==> config.mk <==
export PLATFORM = sky130hd
export DESIGN_NAME = rdd_engine
export DESIGN_NICKNAME = d
export VERILOG_FILES = /design/src/design/rdd_pkg.sv /design/src/design/rdd_engine.sv
export SDC_FILE = /design/constraint.sdc
export NUM_CORES = 1
export LEC_CHECK = 0
export ABC_AREA = 1
export BUFFER_PORTS_ARGS = -buffer_cell sky130_fd_sc_hd__clkbuf_2
export CAP_MARGIN = 20
export CELL_PAD_IN_SITES_DETAIL_PLACEMENT = 1
export CELL_PAD_IN_SITES_GLOBAL_PLACEMENT = 2
export CORE_MARGIN = 3
export CORE_UTILIZATION = 30
export DETAILED_ROUTE_END_ITERATION = 10
export GPL_ROUTABILITY_DRIVEN = 0
export GPL_TIMING_DRIVEN = 0
export PLACE_DENSITY_LB_ADDON = 0.08
export SETUP_SLACK_MARGIN = 0.15
export SLEW_MARGIN = 15
export SYNTH_ARGS = -nofsm -noshare
export SYNTH_HDL_FRONTEND = slang
export SYNTH_SLANG_ARGS = --single-unit
==> constraint.sdc <==
create_clock -name clk -period 5.4 [get_ports clk]
set_input_delay 0.81 -clock clk [delete_from_list [all_inputs] [get_ports clk]]
set_output_delay 0.81 -clock clk [all_outputs]
set_load 0.05 [all_outputs]
==> src/design/rdd_pkg.sv <==
package rdd_pkg;
	// ****************************************************************
	// register map (printed offsets are word indexes)
	// ****************************************************************
	localparam int AXI_AW = 24;
	localparam logic [19:0] IDX_BASE_LOW = 20'h48230;
	localparam logic [19:0] IDX_BASE_HIGH = 20'h48232;
	localparam logic [19:0] IDX_SOFT_TRIG = 20'h48234;
	localparam logic [19:0] IDX_GLOBAL_EN = 20'h48235;
	localparam logic [AXI_AW-1:0] ADDR_BASE_LOW = {2'h0, IDX_BASE_LOW, 2'h0};
	localparam logic [AXI_AW-1:0] ADDR_BASE_HIGH = {2'h0, IDX_BASE_HIGH, 2'h0};
	localparam logic [AXI_AW-1:0] ADDR_SOFT_TRIG = {2'h0, IDX_SOFT_TRIG, 2'h0};
	localparam logic [AXI_AW-1:0] ADDR_GLOBAL_EN = {2'h0, IDX_GLOBAL_EN, 2'h0};
	localparam logic [15:0] RST_BASE_LOW = 16'h03A0;
	localparam logic [11:0] RST_BASE_HIGH = 12'h0C0;
	localparam logic [1:0] RESP_OKAY = 2'h0;
	localparam logic [1:0] RESP_SLVERR = 2'h2;
	// ****************************************************************
	// control record layout
	// ****************************************************************
	localparam int NUM_HW_SRC = 27;
	localparam logic [27:0] REC_BYTES = 28'h00C;
	localparam int W1_CHAIN = 31;
	localparam int W2_IRQ_EN = 31;
	localparam int W2_HALF = 30;
	localparam logic [1:0] UPD_FIXED = 2'h0;
	localparam logic [1:0] UPD_DEC = 2'h1;
	localparam logic [1:0] UPD_INC_RESTORE = 2'h2;
	localparam logic [1:0] MODE_SINGLE = 2'h0;
	localparam logic [1:0] MODE_SUCC = 2'h1;
	localparam logic [1:0] MODE_BLOCK = 2'h2;
	localparam logic [1:0] SIZE_BYTE = 2'h0;
	localparam logic [1:0] SIZE_HALF = 2'h1;
	localparam logic [1:0] SIZE_WORD = 2'h2;

	typedef enum logic [2:0] {
		ST_IDLE,
		ST_FETCH,
		ST_READ,
		ST_WRITE,
		ST_STORE,
		ST_DONE
	} rdd_state_t;

	typedef struct packed {
		logic req;
		logic we;
		logic [1:0] size;
		logic [27:0] addr;
		logic [31:0] wdata;
	} rdd_mem_req_t;

	typedef struct packed {
		logic valid;
		logic irq;
		logic hw;
		logic [6:0] chan;
	} rdd_done_t;
endpackage : rdd_pkg

==> src/design/rdd_engine.sv <==
// Contract
// - up to 128 channels; 27 startable by peripheral interrupt factors
// - three-word records placed contiguously from the base, channel 0 first
// - record address is base plus twelve times channel number
// - base held as 16-bit low and 12-bit high registers
// - base takes fixed default on reset
// - base writes ignored while transfer active
// - word one: chain enable, next channel, count, block size or count low
// - chain enable invokes next channel after completion; else operation ends
// - block uses 16-bit count and 8-bit size; else one 24-bit count
// - counts decrement per transfer; zero wraps to all ones
// - completion interrupt when enabled and count reaches zero
// - word two bit 30 picks half-word or byte unit
// - source code: fixed, increment, decrement by unit size
// - block mode code 10 restores source at block end
// - word three mode field: single, successive, block; never 11
// - single mode moves one unit per trigger
// - successive mode repeats units until count reaches zero
// - block mode moves one block per trigger
// - destination code and address behave like the source ones
// - global enable gates acceptance of all invocation requests
// - soft channel plus start bit launches; bit cleared on completion
// - invoking factor flag stays set until its transfer completes
//
// Added by the designer: the AXI4-Lite interface to the registers.
`timescale 1ns/1ps
module rdd_engine import rdd_pkg::*; (
	input wire logic clk,
	input wire logic rst_b,
	input wire logic [AXI_AW-1:0] s_axi_awaddr,
	input wire logic s_axi_awvalid,
	output logic s_axi_awready,
	input wire logic [31:0] s_axi_wdata,
	input wire logic [3:0] s_axi_wstrb,
	input wire logic s_axi_wvalid,
	output logic s_axi_wready,
	output logic [1:0] s_axi_bresp,
	output logic s_axi_bvalid,
	input wire logic s_axi_bready,
	input wire logic [AXI_AW-1:0] s_axi_araddr,
	input wire logic s_axi_arvalid,
	output logic s_axi_arready,
	output logic [31:0] s_axi_rdata,
	output logic [1:0] s_axi_rresp,
	output logic s_axi_rvalid,
	input wire logic s_axi_rready,
	input wire logic [NUM_HW_SRC-1:0] hw_req,
	output rdd_mem_req_t mem_out,
	input wire logic [31:0] mem_rdata,
	input wire logic mem_ack,
	output logic busy,
	output rdd_done_t done_out
);
	// ****************************************************************
	// functions
	// ****************************************************************
	function automatic logic [27:0] rec_addr(input logic [27:0] base, input logic [6:0] ch,
		input logic [1:0] idx);
		rec_addr = base + (28'(ch) * REC_BYTES) + {24'h0, idx, 2'h0};
	endfunction : rec_addr

	function automatic logic [27:0] step_addr(input logic [27:0] a, input logic [1:0] code,
		input logic half);
		logic [27:0] inc;
		inc = half ? 28'h2 : 28'h1;
		if (code == UPD_FIXED) step_addr = a;
		else if (code == UPD_DEC) step_addr = a - inc;
		else step_addr = a + inc;
	endfunction : step_addr

	function automatic logic [6:0] hw_chan(input logic [NUM_HW_SRC-1:0] r);
		hw_chan = 7'h00;
		for (int i = NUM_HW_SRC - 1; i >= 0; i--) begin
			if (r[i]) hw_chan = 7'(i + 1);
		end
	endfunction : hw_chan

	// ****************************************************************
	// state
	// ****************************************************************
	rdd_state_t state_r;
	logic [15:0] base_lo_r;
	logic [11:0] base_hi_r;
	logic [6:0] soft_ch_r;
	logic go_r;
	logic en_r;
	logic [AXI_AW-1:0] awaddr_r;
	logic [AXI_AW-1:0] araddr_c;
	logic [31:0] wdata_r;
	logic [3:0] wstrb_r;
	logic [6:0] chan_r;
	logic [6:0] org_r;
	logic hw_r;
	logic [1:0] widx_r;
	logic [31:0] w1_r;
	logic [31:0] w2_r;
	logic [31:0] w3_r;
	logic [27:0] sv_src_r;
	logic [27:0] sv_dst_r;
	logic [7:0] blk_left_r;
	logic [31:0] data_r;
	logic irq_pend_r;
	logic [27:0] base_c;
	logic wr_fire;
	logic mem_done;
	logic unit_end;
	logic is_blk;
	logic chan_end;
	logic cnt_zero;
	logic [23:0] cnt_nxt;
	logic [15:0] tc_nxt;
	logic [7:0] bl_nxt;
	rdd_mem_req_t req_c;

	assign base_c = {base_hi_r, base_lo_r};
	assign araddr_c = s_axi_araddr;
	assign wr_fire = !s_axi_awready && !s_axi_wready && !s_axi_bvalid;
	assign mem_done = mem_out.req && mem_ack;
	assign unit_end = (state_r == ST_WRITE) && mem_done;
	assign is_blk = (w3_r[31:30] == MODE_BLOCK);
	assign cnt_nxt = w1_r[23:0] - 24'h1;
	assign tc_nxt = w1_r[23:8] - 16'h1;
	assign bl_nxt = blk_left_r - 8'h1;
	assign chan_end = is_blk ? (bl_nxt == 8'h00) :
		((w3_r[31:30] != MODE_SUCC) || (cnt_nxt == 24'h0));
	assign cnt_zero = is_blk ? (tc_nxt == 16'h0) : (cnt_nxt == 24'h0);

	// ****************************************************************
	// axi4-lite slave
	// ****************************************************************
	always_ff @(posedge clk) begin
		if (!rst_b) begin
			s_axi_awready <= 1'b1;
			s_axi_wready <= 1'b1;
			s_axi_bvalid <= 1'b0;
			s_axi_bresp <= RESP_OKAY;
			awaddr_r <= '0;
			wdata_r <= '0;
			wstrb_r <= '0;
		end else begin
			if (s_axi_awvalid && s_axi_awready) begin
				awaddr_r <= s_axi_awaddr;
				s_axi_awready <= 1'b0;
			end
			if (s_axi_wvalid && s_axi_wready) begin
				wdata_r <= s_axi_wdata;
				wstrb_r <= s_axi_wstrb;
				s_axi_wready <= 1'b0;
			end
			if (wr_fire) begin
				s_axi_bvalid <= 1'b1;
				s_axi_bresp <= (awaddr_r == ADDR_BASE_LOW || awaddr_r == ADDR_BASE_HIGH ||
					awaddr_r == ADDR_SOFT_TRIG || awaddr_r == ADDR_GLOBAL_EN) ?
					RESP_OKAY : RESP_SLVERR;
			end else if (s_axi_bvalid && s_axi_bready) begin
				s_axi_bvalid <= 1'b0;
				s_axi_awready <= 1'b1;
				s_axi_wready <= 1'b1;
			end
		end
	end

	always_ff @(posedge clk) begin
		if (!rst_b) begin
			s_axi_arready <= 1'b1;
			s_axi_rvalid <= 1'b0;
			s_axi_rdata <= '0;
			s_axi_rresp <= RESP_OKAY;
		end else if (s_axi_arvalid && s_axi_arready) begin
			s_axi_arready <= 1'b0;
			s_axi_rvalid <= 1'b1;
			s_axi_rresp <= RESP_OKAY;
			case (araddr_c)
				ADDR_BASE_LOW: s_axi_rdata <= {4'h0, base_c};
				ADDR_BASE_HIGH: s_axi_rdata <= {20'h0, base_hi_r};
				ADDR_SOFT_TRIG: s_axi_rdata <= {24'h0, go_r, soft_ch_r};
				ADDR_GLOBAL_EN: s_axi_rdata <= {31'h0, en_r};
				default: begin
					s_axi_rdata <= '0;
					s_axi_rresp <= RESP_SLVERR;
				end
			endcase
		end else if (s_axi_rvalid && s_axi_rready) begin
			s_axi_rvalid <= 1'b0;
			s_axi_arready <= 1'b1;
		end
	end

	// ****************************************************************
	// software registers
	// ****************************************************************
	always_ff @(posedge clk) begin
		if (!rst_b) begin
			base_lo_r <= RST_BASE_LOW;
			base_hi_r <= RST_BASE_HIGH;
			soft_ch_r <= 7'h00;
			go_r <= 1'b0;
			en_r <= 1'b0;
		end else begin
			if (done_out.valid && !done_out.hw) go_r <= 1'b0;
			if (wr_fire && !busy) begin
				if (awaddr_r == ADDR_BASE_LOW) begin
					if (wstrb_r[0]) base_lo_r[7:0] <= wdata_r[7:0];
					if (wstrb_r[1]) base_lo_r[15:8] <= wdata_r[15:8];
					if (wstrb_r[2]) base_hi_r[7:0] <= wdata_r[23:16];
					if (wstrb_r[3]) base_hi_r[11:8] <= wdata_r[27:24];
				end
				if (awaddr_r == ADDR_BASE_HIGH) begin
					if (wstrb_r[0]) base_hi_r[7:0] <= wdata_r[7:0];
					if (wstrb_r[1]) base_hi_r[11:8] <= wdata_r[11:8];
				end
				if (awaddr_r == ADDR_SOFT_TRIG && wstrb_r[0]) begin
					soft_ch_r <= wdata_r[6:0];
					go_r <= wdata_r[7];
				end
			end
			if (wr_fire && awaddr_r == ADDR_GLOBAL_EN && wstrb_r[0]) en_r <= wdata_r[0];
		end
	end

	// ****************************************************************
	// memory request builder
	// ****************************************************************
	always_comb begin
		req_c = '0;
		req_c.req = 1'b1;
		case (state_r)
			ST_FETCH: begin
				req_c.size = SIZE_WORD;
				req_c.addr = rec_addr(base_c, chan_r, widx_r);
			end
			ST_READ: begin
				req_c.size = w2_r[W2_HALF] ? SIZE_HALF : SIZE_BYTE;
				req_c.addr = w2_r[27:0];
			end
			ST_WRITE: begin
				req_c.we = 1'b1;
				req_c.size = w2_r[W2_HALF] ? SIZE_HALF : SIZE_BYTE;
				req_c.addr = w3_r[27:0];
				req_c.wdata = w2_r[W2_HALF] ? {16'h0, data_r[15:0]} : {24'h0, data_r[7:0]};
			end
			ST_STORE: begin
				req_c.we = 1'b1;
				req_c.size = SIZE_WORD;
				req_c.addr = rec_addr(base_c, chan_r, widx_r);
				req_c.wdata = (widx_r == 2'h0) ? w1_r : ((widx_r == 2'h1) ? w2_r : w3_r);
			end
			default: req_c.req = 1'b0;
		endcase
	end

	always_ff @(posedge clk) begin
		if (!rst_b) mem_out <= '0;
		else if (mem_done) mem_out.req <= 1'b0;
		else if (!mem_out.req) mem_out <= req_c;
	end

	// ****************************************************************
	// sequencer
	// ****************************************************************
	always_ff @(posedge clk) begin
		if (!rst_b) begin
			state_r <= ST_IDLE;
			chan_r <= 7'h00;
			org_r <= 7'h00;
			hw_r <= 1'b0;
			widx_r <= 2'h0;
			irq_pend_r <= 1'b0;
			busy <= 1'b0;
			done_out <= '0;
		end else begin
			done_out.valid <= 1'b0;
			case (state_r)
				ST_IDLE: begin
					if (en_r && (go_r || |hw_req)) begin
						chan_r <= go_r ? soft_ch_r : hw_chan(hw_req);
						org_r <= go_r ? soft_ch_r : hw_chan(hw_req);
						hw_r <= !go_r;
						widx_r <= 2'h0;
						irq_pend_r <= 1'b0;
						busy <= 1'b1;
						state_r <= ST_FETCH;
					end
				end
				ST_FETCH: begin
					if (mem_done) begin
						widx_r <= (widx_r == 2'h2) ? 2'h0 : widx_r + 2'h1;
						if (widx_r == 2'h2) state_r <= ST_READ;
					end
				end
				ST_READ: begin
					if (mem_done) state_r <= ST_WRITE;
				end
				ST_WRITE: begin
					if (mem_done) begin
						state_r <= chan_end ? ST_STORE : ST_READ;
						if (chan_end && cnt_zero && w2_r[W2_IRQ_EN]) irq_pend_r <= 1'b1;
					end
				end
				ST_STORE: begin
					if (mem_done) begin
						widx_r <= (widx_r == 2'h2) ? 2'h0 : widx_r + 2'h1;
						if (widx_r == 2'h2) begin
							if (w1_r[W1_CHAIN]) begin
								chan_r <= w1_r[30:24];
								state_r <= ST_FETCH;
							end else begin
								state_r <= ST_DONE;
								done_out <= '{valid: 1'b1, irq: irq_pend_r, hw: hw_r, chan: org_r};
							end
						end
					end
				end
				ST_DONE: begin
					busy <= 1'b0;
					state_r <= ST_IDLE;
				end
				default: state_r <= ST_IDLE;
			endcase
		end
	end

	// ****************************************************************
	// record working copy
	// ****************************************************************
	always_ff @(posedge clk) begin
		if (!rst_b) begin
			w1_r <= '0;
			w2_r <= '0;
			w3_r <= '0;
			sv_src_r <= '0;
			sv_dst_r <= '0;
			blk_left_r <= '0;
			data_r <= '0;
		end else begin
			if (state_r == ST_FETCH && mem_done) begin
				case (widx_r)
					2'h0: begin
						w1_r <= mem_rdata;
						blk_left_r <= mem_rdata[7:0];
					end
					2'h1: begin
						w2_r <= mem_rdata;
						sv_src_r <= mem_rdata[27:0];
					end
					default: begin
						w3_r <= mem_rdata;
						sv_dst_r <= mem_rdata[27:0];
					end
				endcase
			end
			if (state_r == ST_READ && mem_done) data_r <= mem_rdata;
			if (unit_end) begin
				w2_r[27:0] <= step_addr(w2_r[27:0], w2_r[29:28], w2_r[W2_HALF]);
				w3_r[27:0] <= step_addr(w3_r[27:0], w3_r[29:28], w2_r[W2_HALF]);
				if (is_blk) begin
					blk_left_r <= bl_nxt;
					if (bl_nxt == 8'h00) begin
						w1_r[23:8] <= tc_nxt;
						blk_left_r <= w1_r[7:0];
						if (w2_r[29:28] == UPD_INC_RESTORE) w2_r[27:0] <= sv_src_r;
						if (w3_r[29:28] == UPD_INC_RESTORE) w3_r[27:0] <= sv_dst_r;
					end
				end else begin
					w1_r[23:0] <= cnt_nxt;
				end
			end
		end
	end
endmodule : rdd_engine

==> metrics.yaml, run 1 <==
worst_setup_path:
  ff2ff_path_depth: 25
  critPathLaunchType: "flip-flop"
  end_kind: "flip-flop"
  required_ns: 5.85
  cp_data_arrival_time_ns: 5.14
  crit_fanout: 10
  crit_type: "flip-flop to flip-flop"
floorplan:
  dieArea_um2: 78900
  die_height_um: 281
  placementRows: 100
  num_io_pins: 267
  die_x_um: 281
  core_um2: 74700
  start_util_pct: 30.3
route:
  vias: 25897
  routed_wl_mm: 121
  drt_iter0_drc: 2207
  drc_errors: 0
  drtPass1Iterations: 5
  routed_via_density: 5.58
  routedWlPerCell_um: 26.1
  final_antenna_net_count: 0
clock_tree:
  post_cts_resized: 0
  clock_path_buffers: 3
  numCtsBuffers: 49
  htreeDepth: 2
  post-cts-setup-buffer-count: 0
  clk_latency_ns: 0.63
  root_buffer: "clkbuf_16"
  holdBufCountCts: 0
  cts_tree: "built"
  clk_pin_slew_ns: 0.06
  cts.sinks: 400
outcome:
  status: "complete, no violations"
power_and_ir_drop:
  p_total_mw: 6.97
  peakVddDrop_v: 0.000235
  p_per_area_nw_per_um2: 259
  power_leakage_nw: 10.9
timing:
  clock.fmax_mhz: 213
  hold_slack_ns: 0.407
  fin_skew_ns: 0.0395
  finalHoldViolCount: 0
  slew_headroom_pct: 24.3
  timing.final.crit_share_pct: 86.8
  post-route-min-period_ns: 4.69
  setup-tns-final_ns: 0
  maxSlewViolCount: 0
  setup-violations-final: 0
  rsz0062_at_grt: "false"
  worst_pin_slew_ns: 1.14
logic_synthesis:
  synth_commonest_cells: "661 x nand2_1, 400 x dfxtp_1, 371 x a21oi_1"
  ys_ff_latch: 400
  synth-edff-count: 0
  yosys.area.top_type_share_pct: 35.3
  synth_top_cell_by_area: "dfxtp_1"
  ys_warn_count: 0
  synth_cell_types: 62
  syn_avg_cell_area_um2: 6.83
  synthTopCellsByArea: "dfxtp_1 35%, nand2_1 11%, a21oi_1 8.2%"
  async_reset_ff_share_pct: 0
  synth_most_common_cell: "nand2_1"
  netlist_area_um2: 22700
  yosys_most_used_dff: "dfxtp_1"
  synth_cells: 3318
  ys_seq_area_share_pct: 35.3
global_routing:
  antenna_found_initial: 9
  grt_pass1_vias: 25759
  grt_max_degree: 27
  grt_pass1_wl_mm: 174
  gr-total-overflow: 0
  grt_usage_pct: 29.9
finish:
  nNetsFinal: 3871
  area_growth_pct: 18.8
  fillers: 9531
  drive_gt1_share_pct: 12.1
hold_path:
  hp-class: "primary input to flip-flop"
  hold_path_depth: 2
flow_run:
  max_cap_violations: 0
placement:
  port_buffers: 256
  hpwl_mm: 98.1
==> worst max-delay path: stages (launching register included) <==
cell,delay [ns]
dfxtp_1,0.29
clkbuf_1,0.20
inv_1,0.18
clkbuf_1,0.40
clkbuf_2,0.37
fa_1,0.46
inv_1,0.07
ha_1,0.18
fa_1,0.23
nand3_1,0.08
nand3_1,0.10
nand2_1,0.08
nand2_1,0.06
a21oi_1,0.07
nor2_1,0.14
o21ai_1,0.08
nand2_1,0.09
nand2_1,0.11
a21oi_4,0.20
nand4_4,0.14
nor2_1,0.23
nand4_1,0.11
nand3_1,0.16
o21ai_0,0.11
o21ai_1,0.25
a21oi_1,0.10
==> stage by stage <==
stage                     setup slack [ns]  utilization (%)  cells  instance area (µm²)
after floorplan                       1.72                -   3323                22700
after global placement               0.419             33.7   4548                25200
after detailed placement             0.658             33.7   4548                25200
after CTS                            0.639             36.0   4640                26900
after global routing                 0.344             36.0   4641                26900
final                                0.711             36.0   4642                26900
==> registers in the layout (all words and copies together), names as in the netlist, 24 cells and up <==
name	count
awaddr_r	24
mem_out	64
s_axi_rdata	28
sv_dst_r	28
sv_src_r	28
w1_r	32
w2_r	32
w3_r	32
wdata_r	28
==> power by group <==
| part | switching [mW] | leakage, nW | internal [mW] | total, mW |
|---|---|---|---|---|
| Sequential | 0.0260 | 3.24 | 2.99 | 3.02 |
| Clock | 1.48 | 0.843 | 2.09 | 3.56 |
| Combinational | 0.289 | 6.86 | 0.101 | 0.390 |
| Total | 1.79 | 10.9 | 5.18 | 6.97 |
==> cell usage in the layout (no fill, tap or decap), drive strengths merged, types with 20 or more instances in the layout <==
cell type / instances
nand4: 20
nand2: 669
dfxtp: 400
o221ai: 50
nand3: 157
inv: 322
nor3: 36
ha: 84
a211oi: 24
clkinv: 24
nor2: 323
or2: 28
o21ai: 348
o211ai: 93
buf: 25
a31oi: 72
clkbuf: 480
a21oi: 376
xor2: 26
==> per-layer routing <==
metal	share of wire, %	GRT usage (%)
met4	4.1	11.4
met3	6.5	4.36
met5	0.021	0
met2	43	46.3
met1	46	41.8
==> kinds of logic after synthesis <==
family	count (synthesis)	synth area share [%]
adders and majority gates	90	5.17
AOI/OAI and AO/OA	1026	26.2
xor gates and xnor gates	34	1.31
other	1	0.0165
DFF	400	35.3
and+or+nand+nor	1257	23.4
buffers and inverters	510	8.63
==> cell type report <==
| cell class | instances | area (µm²) | area share (%) |
|---|---|---|---|
| clock inverter | 24 | 335 | 1.25 |
| antenna | 2 | 5.00 | 0.0186 |
| buffer | 181 | 722 | 2.68 |
| tap | 969 | 1210 | 4.50 |
| inverter | 329 | 1240 | 4.59 |
| clock buffer | 68 | 1380 | 5.12 |
| timing repair buffer | 256 | 1280 | 4.76 |
| multi-input combinational | 2413 | 12700 | 47.3 |
| sequential | 400 | 8010 | 29.7 |
==> final timing paths <==
path | from | to | slack [ns]
hold reg to reg | mem_out[42] | mem_out[42] | 0.46
setup reg to reg | widx_r[1] | mem_out[59] | 0.71
hold / removal | s_axi_awvalid | s_axi_awready | 0.41
setup / recovery | widx_r[1] | mem_out[59] | 0.71
No activity file was read; power rests on OpenSTA's default activity.
==> inputs of run 2 (changes only) <==
--- a/config.mk
+++ b/config.mk
@@ -5,7 +5,7 @@
 export SDC_FILE = /design/constraint.sdc
 export NUM_CORES = 1
 export LEC_CHECK = 0
-export ABC_AREA = 1
+export ABC_AREA = 0
 export BUFFER_PORTS_ARGS = -buffer_cell sky130_fd_sc_hd__clkbuf_2
 export CAP_MARGIN = 20
 export CELL_PAD_IN_SITES_DETAIL_PLACEMENT = 1
==> metrics.yaml, run 2 <==
power_and_ir_drop:
  p_per_area_nw_per_um2: 254
  power_leakage_nw: 10.6
  peakVddDrop_v: 0.000197
global_routing:
  use_met2_pct: 48.7
  grt_pass1_wl_mm: 170
  met3_usage_pct: 4.17
  grt_max_degree: 26
  gr-total-overflow: 0
  grt_usage_pct: 28.8
  antenna_found_initial: 4
  grtUsageMet1_pct: 36.5
  grt_pass1_vias: 24935
  grt-busiest-layer: "met2"
clock_tree:
  clk_latency_ns: 0.60
  holdBufCountCts: 0
  cts_tree: "built"
  root_buffer: "clkbuf_16"
  htreeDepth: 2
  numCtsBuffers: 49
  post_cts_resized: 0
  clock_path_buffers: 3
  cts.sinks: 400
  post-cts-setup-buffer-count: 0
  clk_pin_slew_ns: 0.06
logic_synthesis:
  synth_most_common_cell: "nand2_1"
  synth_commonest_cells: "579 x nand2_1, 400 x dfxtp_1, 354 x a21oi_1"
  ys_ff_latch: 400
  ys_warn_count: 0
  ys_seq_area_share_pct: 35.0
  yosys_most_used_dff: "dfxtp_1"
  netlist_area_um2: 22900
  syn_avg_cell_area_um2: 7.63
  synthTopCellsByArea: "dfxtp_1 35%, nand2_1 9.5%, a21oi_1 7.7%"
  synth_cells: 2997
  async_reset_ff_share_pct: 0
  synth_top_cell_by_area: "dfxtp_1"
  synth_cell_types: 96
  yosys.area.top_type_share_pct: 35.0
  synth-edff-count: 0
worst_setup_path:
  critPathLaunchType: "flip-flop"
  crit_path_cell_trace: "nand2b_1 > inv_1 > ha_1 > o21ai_0 > a211oi_1 > o311ai_1 > a211o_1 > a31oi_1 > o311ai_1 > xnor2_1 > a21oi_1"
  crit_type: "flip-flop to flip-flop"
  end_kind: "flip-flop"
  cpMostUsedCell: "o311ai_1"
  cp_num_buf_inv: 1
  cp.depth: 11
  crit_fanout: 25
  cpMaxStageDelayCell: "o311ai_1"
  crit_path_start: "w2_r[29]"
  required_ns: 5.87
  ff2ff_path_depth: 11
  critical_path.top_delay_family: "compound AO/OA/AOI/OAI gates"
  r2r_start: "w2_r[29]"
  cp_data_arrival_time_ns: 4.96
  max_stage_delay_ns: 0.76
timing:
  rsz0062_at_grt: "false"
  maxSlewViolCount: 0
  timing.final.crit_share_pct: 83.2
  setup-violations-final: 0
  finalHoldViolCount: 0
  worst_pin_slew_ns: 1.24
  clock.fmax_mhz: 223
  slew_headroom_pct: 17.2
  post-route-min-period_ns: 4.49
  fin_skew_ns: 0.0223
  setup-tns-final_ns: 0
floorplan:
  dieArea_um2: 79600
  num_io_pins: 267
  die_x_um: 282
  placementRows: 100
  start_util_pct: 30.5
  core_um2: 74900
  die_height_um: 282
route:
  routed_via_density: 5.65
  drt_iter0_drc: 1565
  final_antenna_net_count: 0
  vias: 24404
  drtPass1Iterations: 5
  routedWlPerCell_um: 27.1
  routed_wl_mm: 117
  drc_errors: 0
finish:
  final_cell_mix: "579 x nand2_1, 400 x dfxtp_1, 354 x a21oi_1"
  nNetsFinal: 3549
  layout_commonest_cell: "nand2_1"
  top_register: "mem_out"
  instances_no_fill: 4318
  area_growth_pct: 18.5
  postLayoutCoreUtil_pct: 36.2
  fin_area_um2: 27100
  drive_gt1_share_pct: 12.4
  largest_reg_flops: 64
flow_run:
  max_cap_violations: 0
hold_path:
  hold_start: "s_axi_wdata[17]"
  hold_path_depth: 3
  hp-class: "primary input to flip-flop"
placement:
  dpl-instance-area_um2: 25400
  hpwl_mm: 93.0
  port_buffers: 254
  dp.cells: 4226
outcome:
  status: "complete, no violations"
## run 2: cell count changes in the layout (fill, tap and decap cells not counted), sizes merged, moves of 41 or more
cell    delta
nand3     -80
nand2     -89
a31oi     -41
o21ai    -190
nor2      -80
o221ai    -46
inv      -253
o211ai    -43
a22oi     +59
mux2i    +113
## run 2: per-stage QoR
step	worst slack [ns]	hold WS, ns	power, mW
floorplan	1.51	0.430	3.21
global placement	0.755	0.439	3.41
detailed placement	0.860	0.447	3.42
CTS	0.847	0.412	6.93
global route	0.580	0.427	7.08
finish	0.909	0.436	6.88
## run 2: final cells by class
cell class | instances | area (µm²)
antenna | 4 | 10.0
buffer | 205 | 837
clock buffer | 75 | 1520
clock inverter | 13 | 175
fill | 9245 | 47800
inverter | 68 | 255
multi-input combinational | 2329 | 13800
sequential | 400 | 8010
tap | 969 | 1210
timing repair buffer | 255 | 1280
## run 2: worst paths after layout
| path | to | slack (ns) |
|---|---|---|
| max reg2reg | w2_r[27] | 0.91 |
| max | w2_r[27] | 0.91 |
| min | wdata_r[17] | 0.44 |
| min reg2reg | sv_dst_r[7] | 0.45 |
## run 2: worst min-delay path, cell delays in order
cell and delay, ns:
clkbuf_2 0.08, nand2_1 0.04, a21oi_1 0.05
## run 2: power breakdown
group	total, mW	internal (mW)	switching [mW]
clock	3.53	2.12	1.41
sequential	3.01	2.98	0.0273
combinational	0.348	0.0914	0.257
total	6.88	5.19	1.70
## run 2: logic make-up after synthesis
group	after synthesis	synth area share, %
xor+xnor	79	3.03
compound gates	890	24.4
mux	127	5.63
other cells	1	0.0164
fa+ha+maj	90	5.12
simple gates	1137	22.0
buf+inv	273	4.76
flops	400	35.0
## run 2: per-layer routing
metal,share of wire (%),vias up
met4,4.6,2
met1,43,12181
met5,0.011,-
li1,-,11310
met2,47,734
met3,5.6,177
==> inputs of run 3 (changes only) <==
==> constraint.sdc (replaced) <==
create_clock -name clk -period 4.1 [get_ports clk]
set_input_delay 0.615 -clock clk [delete_from_list [all_inputs] [get_ports clk]]
set_output_delay 0.615 -clock clk [all_outputs]
set_load 0.05 [all_outputs]
==> metrics.yaml, run 3 (same netlist as run 2, synthesis figures left out) <==
worst_setup_path:
  end_kind: "flip-flop"
  crit_type: "flip-flop to flip-flop"
  required_ns: 4.54
  critPathLaunchType: "flip-flop"
  crit_fanout: 10
  cp_data_arrival_time_ns: 4.36
power_and_ir_drop:
  p_clk_share_pct: 51.3
  combinationalPowerShare_pct: 5.1
  p_sw_share_pct: 24.6
  p_per_area_nw_per_um2: 331
  peakVddDrop_v: 0.000256
  power_frac_seq_pct: 43.7
  p_sw_mw: 2.23
  internal-power_mw: 6.83
  p_total_mw: 9.06
  power_leakage_nw: 10.7
timing:
  setup_slack_ns: 0.182
  finalHoldViolCount: 0
  worst_pin_slew_ns: 1.19
  hold_slack_ns: 0.241
  timing.final.crit_share_pct: 95.6
  clock.fmax_mhz: 255
  maxSlewViolCount: 0
  rsz0062_at_grt: "false"
  setup-violations-final: 0
  slew_headroom_pct: 21.0
  post-route-min-period_ns: 3.92
  fin_skew_ns: 0.0227
placement:
  post-place-ws_ns: -0.440
  hpwl_mm: 93.0
  port_buffers: 254
clock_tree:
  holdBufCountCts: 0
  cts_tree: "built"
  clock_path_buffers: 3
  cts.sinks: 400
  clk_pin_slew_ns: 0.07
  clk_latency_ns: 0.60
  root_buffer: "clkbuf_16"
  htreeDepth: 2
  numCtsBuffers: 49
route:
  vias: 24476
  routedWlPerCell_um: 27.2
  drtPass1Iterations: 5
  routed_via_density: 5.65
  drt_iter0_drc: 1554
  final_antenna_net_count: 0
  drc_errors: 0
  routed_wl_mm: 118
finish:
  layout_commonest_cell: "nand2_1"
  top_register: "mem_out"
  largest_reg_flops: 64
  fillers: 9222
  final_cell_mix: "579 x nand2_1, 395 x dfxtp_1, 352 x a21oi_1"
  area_growth_pct: 19.7
  nNetsFinal: 3567
  drive_gt1_share_pct: 13.6
  postLayoutCoreUtil_pct: 36.5
floorplan:
  core_um2: 74900
  num_io_pins: 267
  start_util_pct: 30.5
  placementRows: 100
  die_height_um: 282
  die_x_um: 282
  dieArea_um2: 79600
global_routing:
  grt_max_degree: 14
  grt_pass1_wl_mm: 170
  antenna_found_initial: 4
  gr-total-overflow: 0
  grt_usage_pct: 28.9
  grt_pass1_vias: 24987
outcome:
  status: "complete, no violations"
flow_run:
  max_cap_violations: 0
hold_path:
  hp-class: "primary input to flip-flop"
==> run 3: cell count changes in the layout (fill, tap and decap cells not counted), moves of 3 or more <==
cell and change:
buf_4 +14, dfxtp_2 +4, dfxtp_1 -5, clkinvlp_4 +5, inv_1 -3
==> run 3: area by class of cell <==
type                            count  area, µm²  share of cell area [%]
Timing Repair Buffer              270       1400                    5.11
Tap cell                          969       1210                    4.43
Clock buffer                       75       1520                    5.54
Multi-Input combinational cell   2329      13900                    50.9
Inverter                           68        267                   0.973
Buffer                            205        838                    3.06
Clock inverter                     13        175                   0.640
Antenna cell                        3       7.51                  0.0274
Sequential cell                   400       8020                    29.3
Timing Repair inverter              3       20.0                  0.0731
==> run 3: stage by stage <==
stage	cell area, µm²	TNS [ns]	std cells
4_1_cts	27200	0	4319
5_1_grt	27400	0	4332
2_1_floorplan	22900	0	3002
6_report	27400	0	4335
3_3_place_gp	25400	-10.08	4225
3_5_place_dp	25400	-3.56	4226
==> run 3: path summary, 6_finish.rpt <==
check                   from     endpoint  slack, ns  depth (start not counted)
min reg2reg      sv_dst_r[7]  sv_dst_r[7]       0.45                          2
max               state_r[1]     w3_r[14]       0.18                          7
max reg2reg       state_r[1]     w3_r[14]       0.18                          7
min          s_axi_wdata[17]  wdata_r[17]       0.24                          3
==> run 3: what timing repair did <==
item / in CTS / in global routing
gates resized for setup: 16 / 23
endpoints found under the setup margin: 33 / 23
gates cloned: 2 / 1
buffers inserted: 3 / 12
pin swaps: 1 / 11
endpoints found under the hold margin: 0 / 0
==> run 3: power by group through the flow <==
stage	Clock, mW	Combinational (mW)	Sequential, mW
floorplan	0	0.176	4.05
global route	4.87	0.489	3.96
global placement	0	0.449	4.05
finish	4.65	0.458	3.96
detailed placement	0	0.459	4.05
CTS	4.71	0.460	3.96
==> run 3: worst max-delay path: stages (launching register included) <==
cell	delay, ns
dfxtp_1	0.46
nand2b_1	0.08
clkbuf_1	0.29
nor3_4	0.75
clkbuf_1	0.68
buf_1	0.77
clkbuf_1	0.57
a21oi_1	0.13
==> run 3: layer usage <==
| layer | GRT usage (%) | vias to the layer above | routed length (µm) |
|---|---|---|---|
| met5 | 0 | - | 13 |
| met4 | 12.2 | 2 | 5370 |
| met3 | 4.14 | 183 | 6240 |
| met2 | 49.0 | 693 | 55500 |
| met1 | 36.7 | 12246 | 50800 |
| li1 | - | 11352 | - |
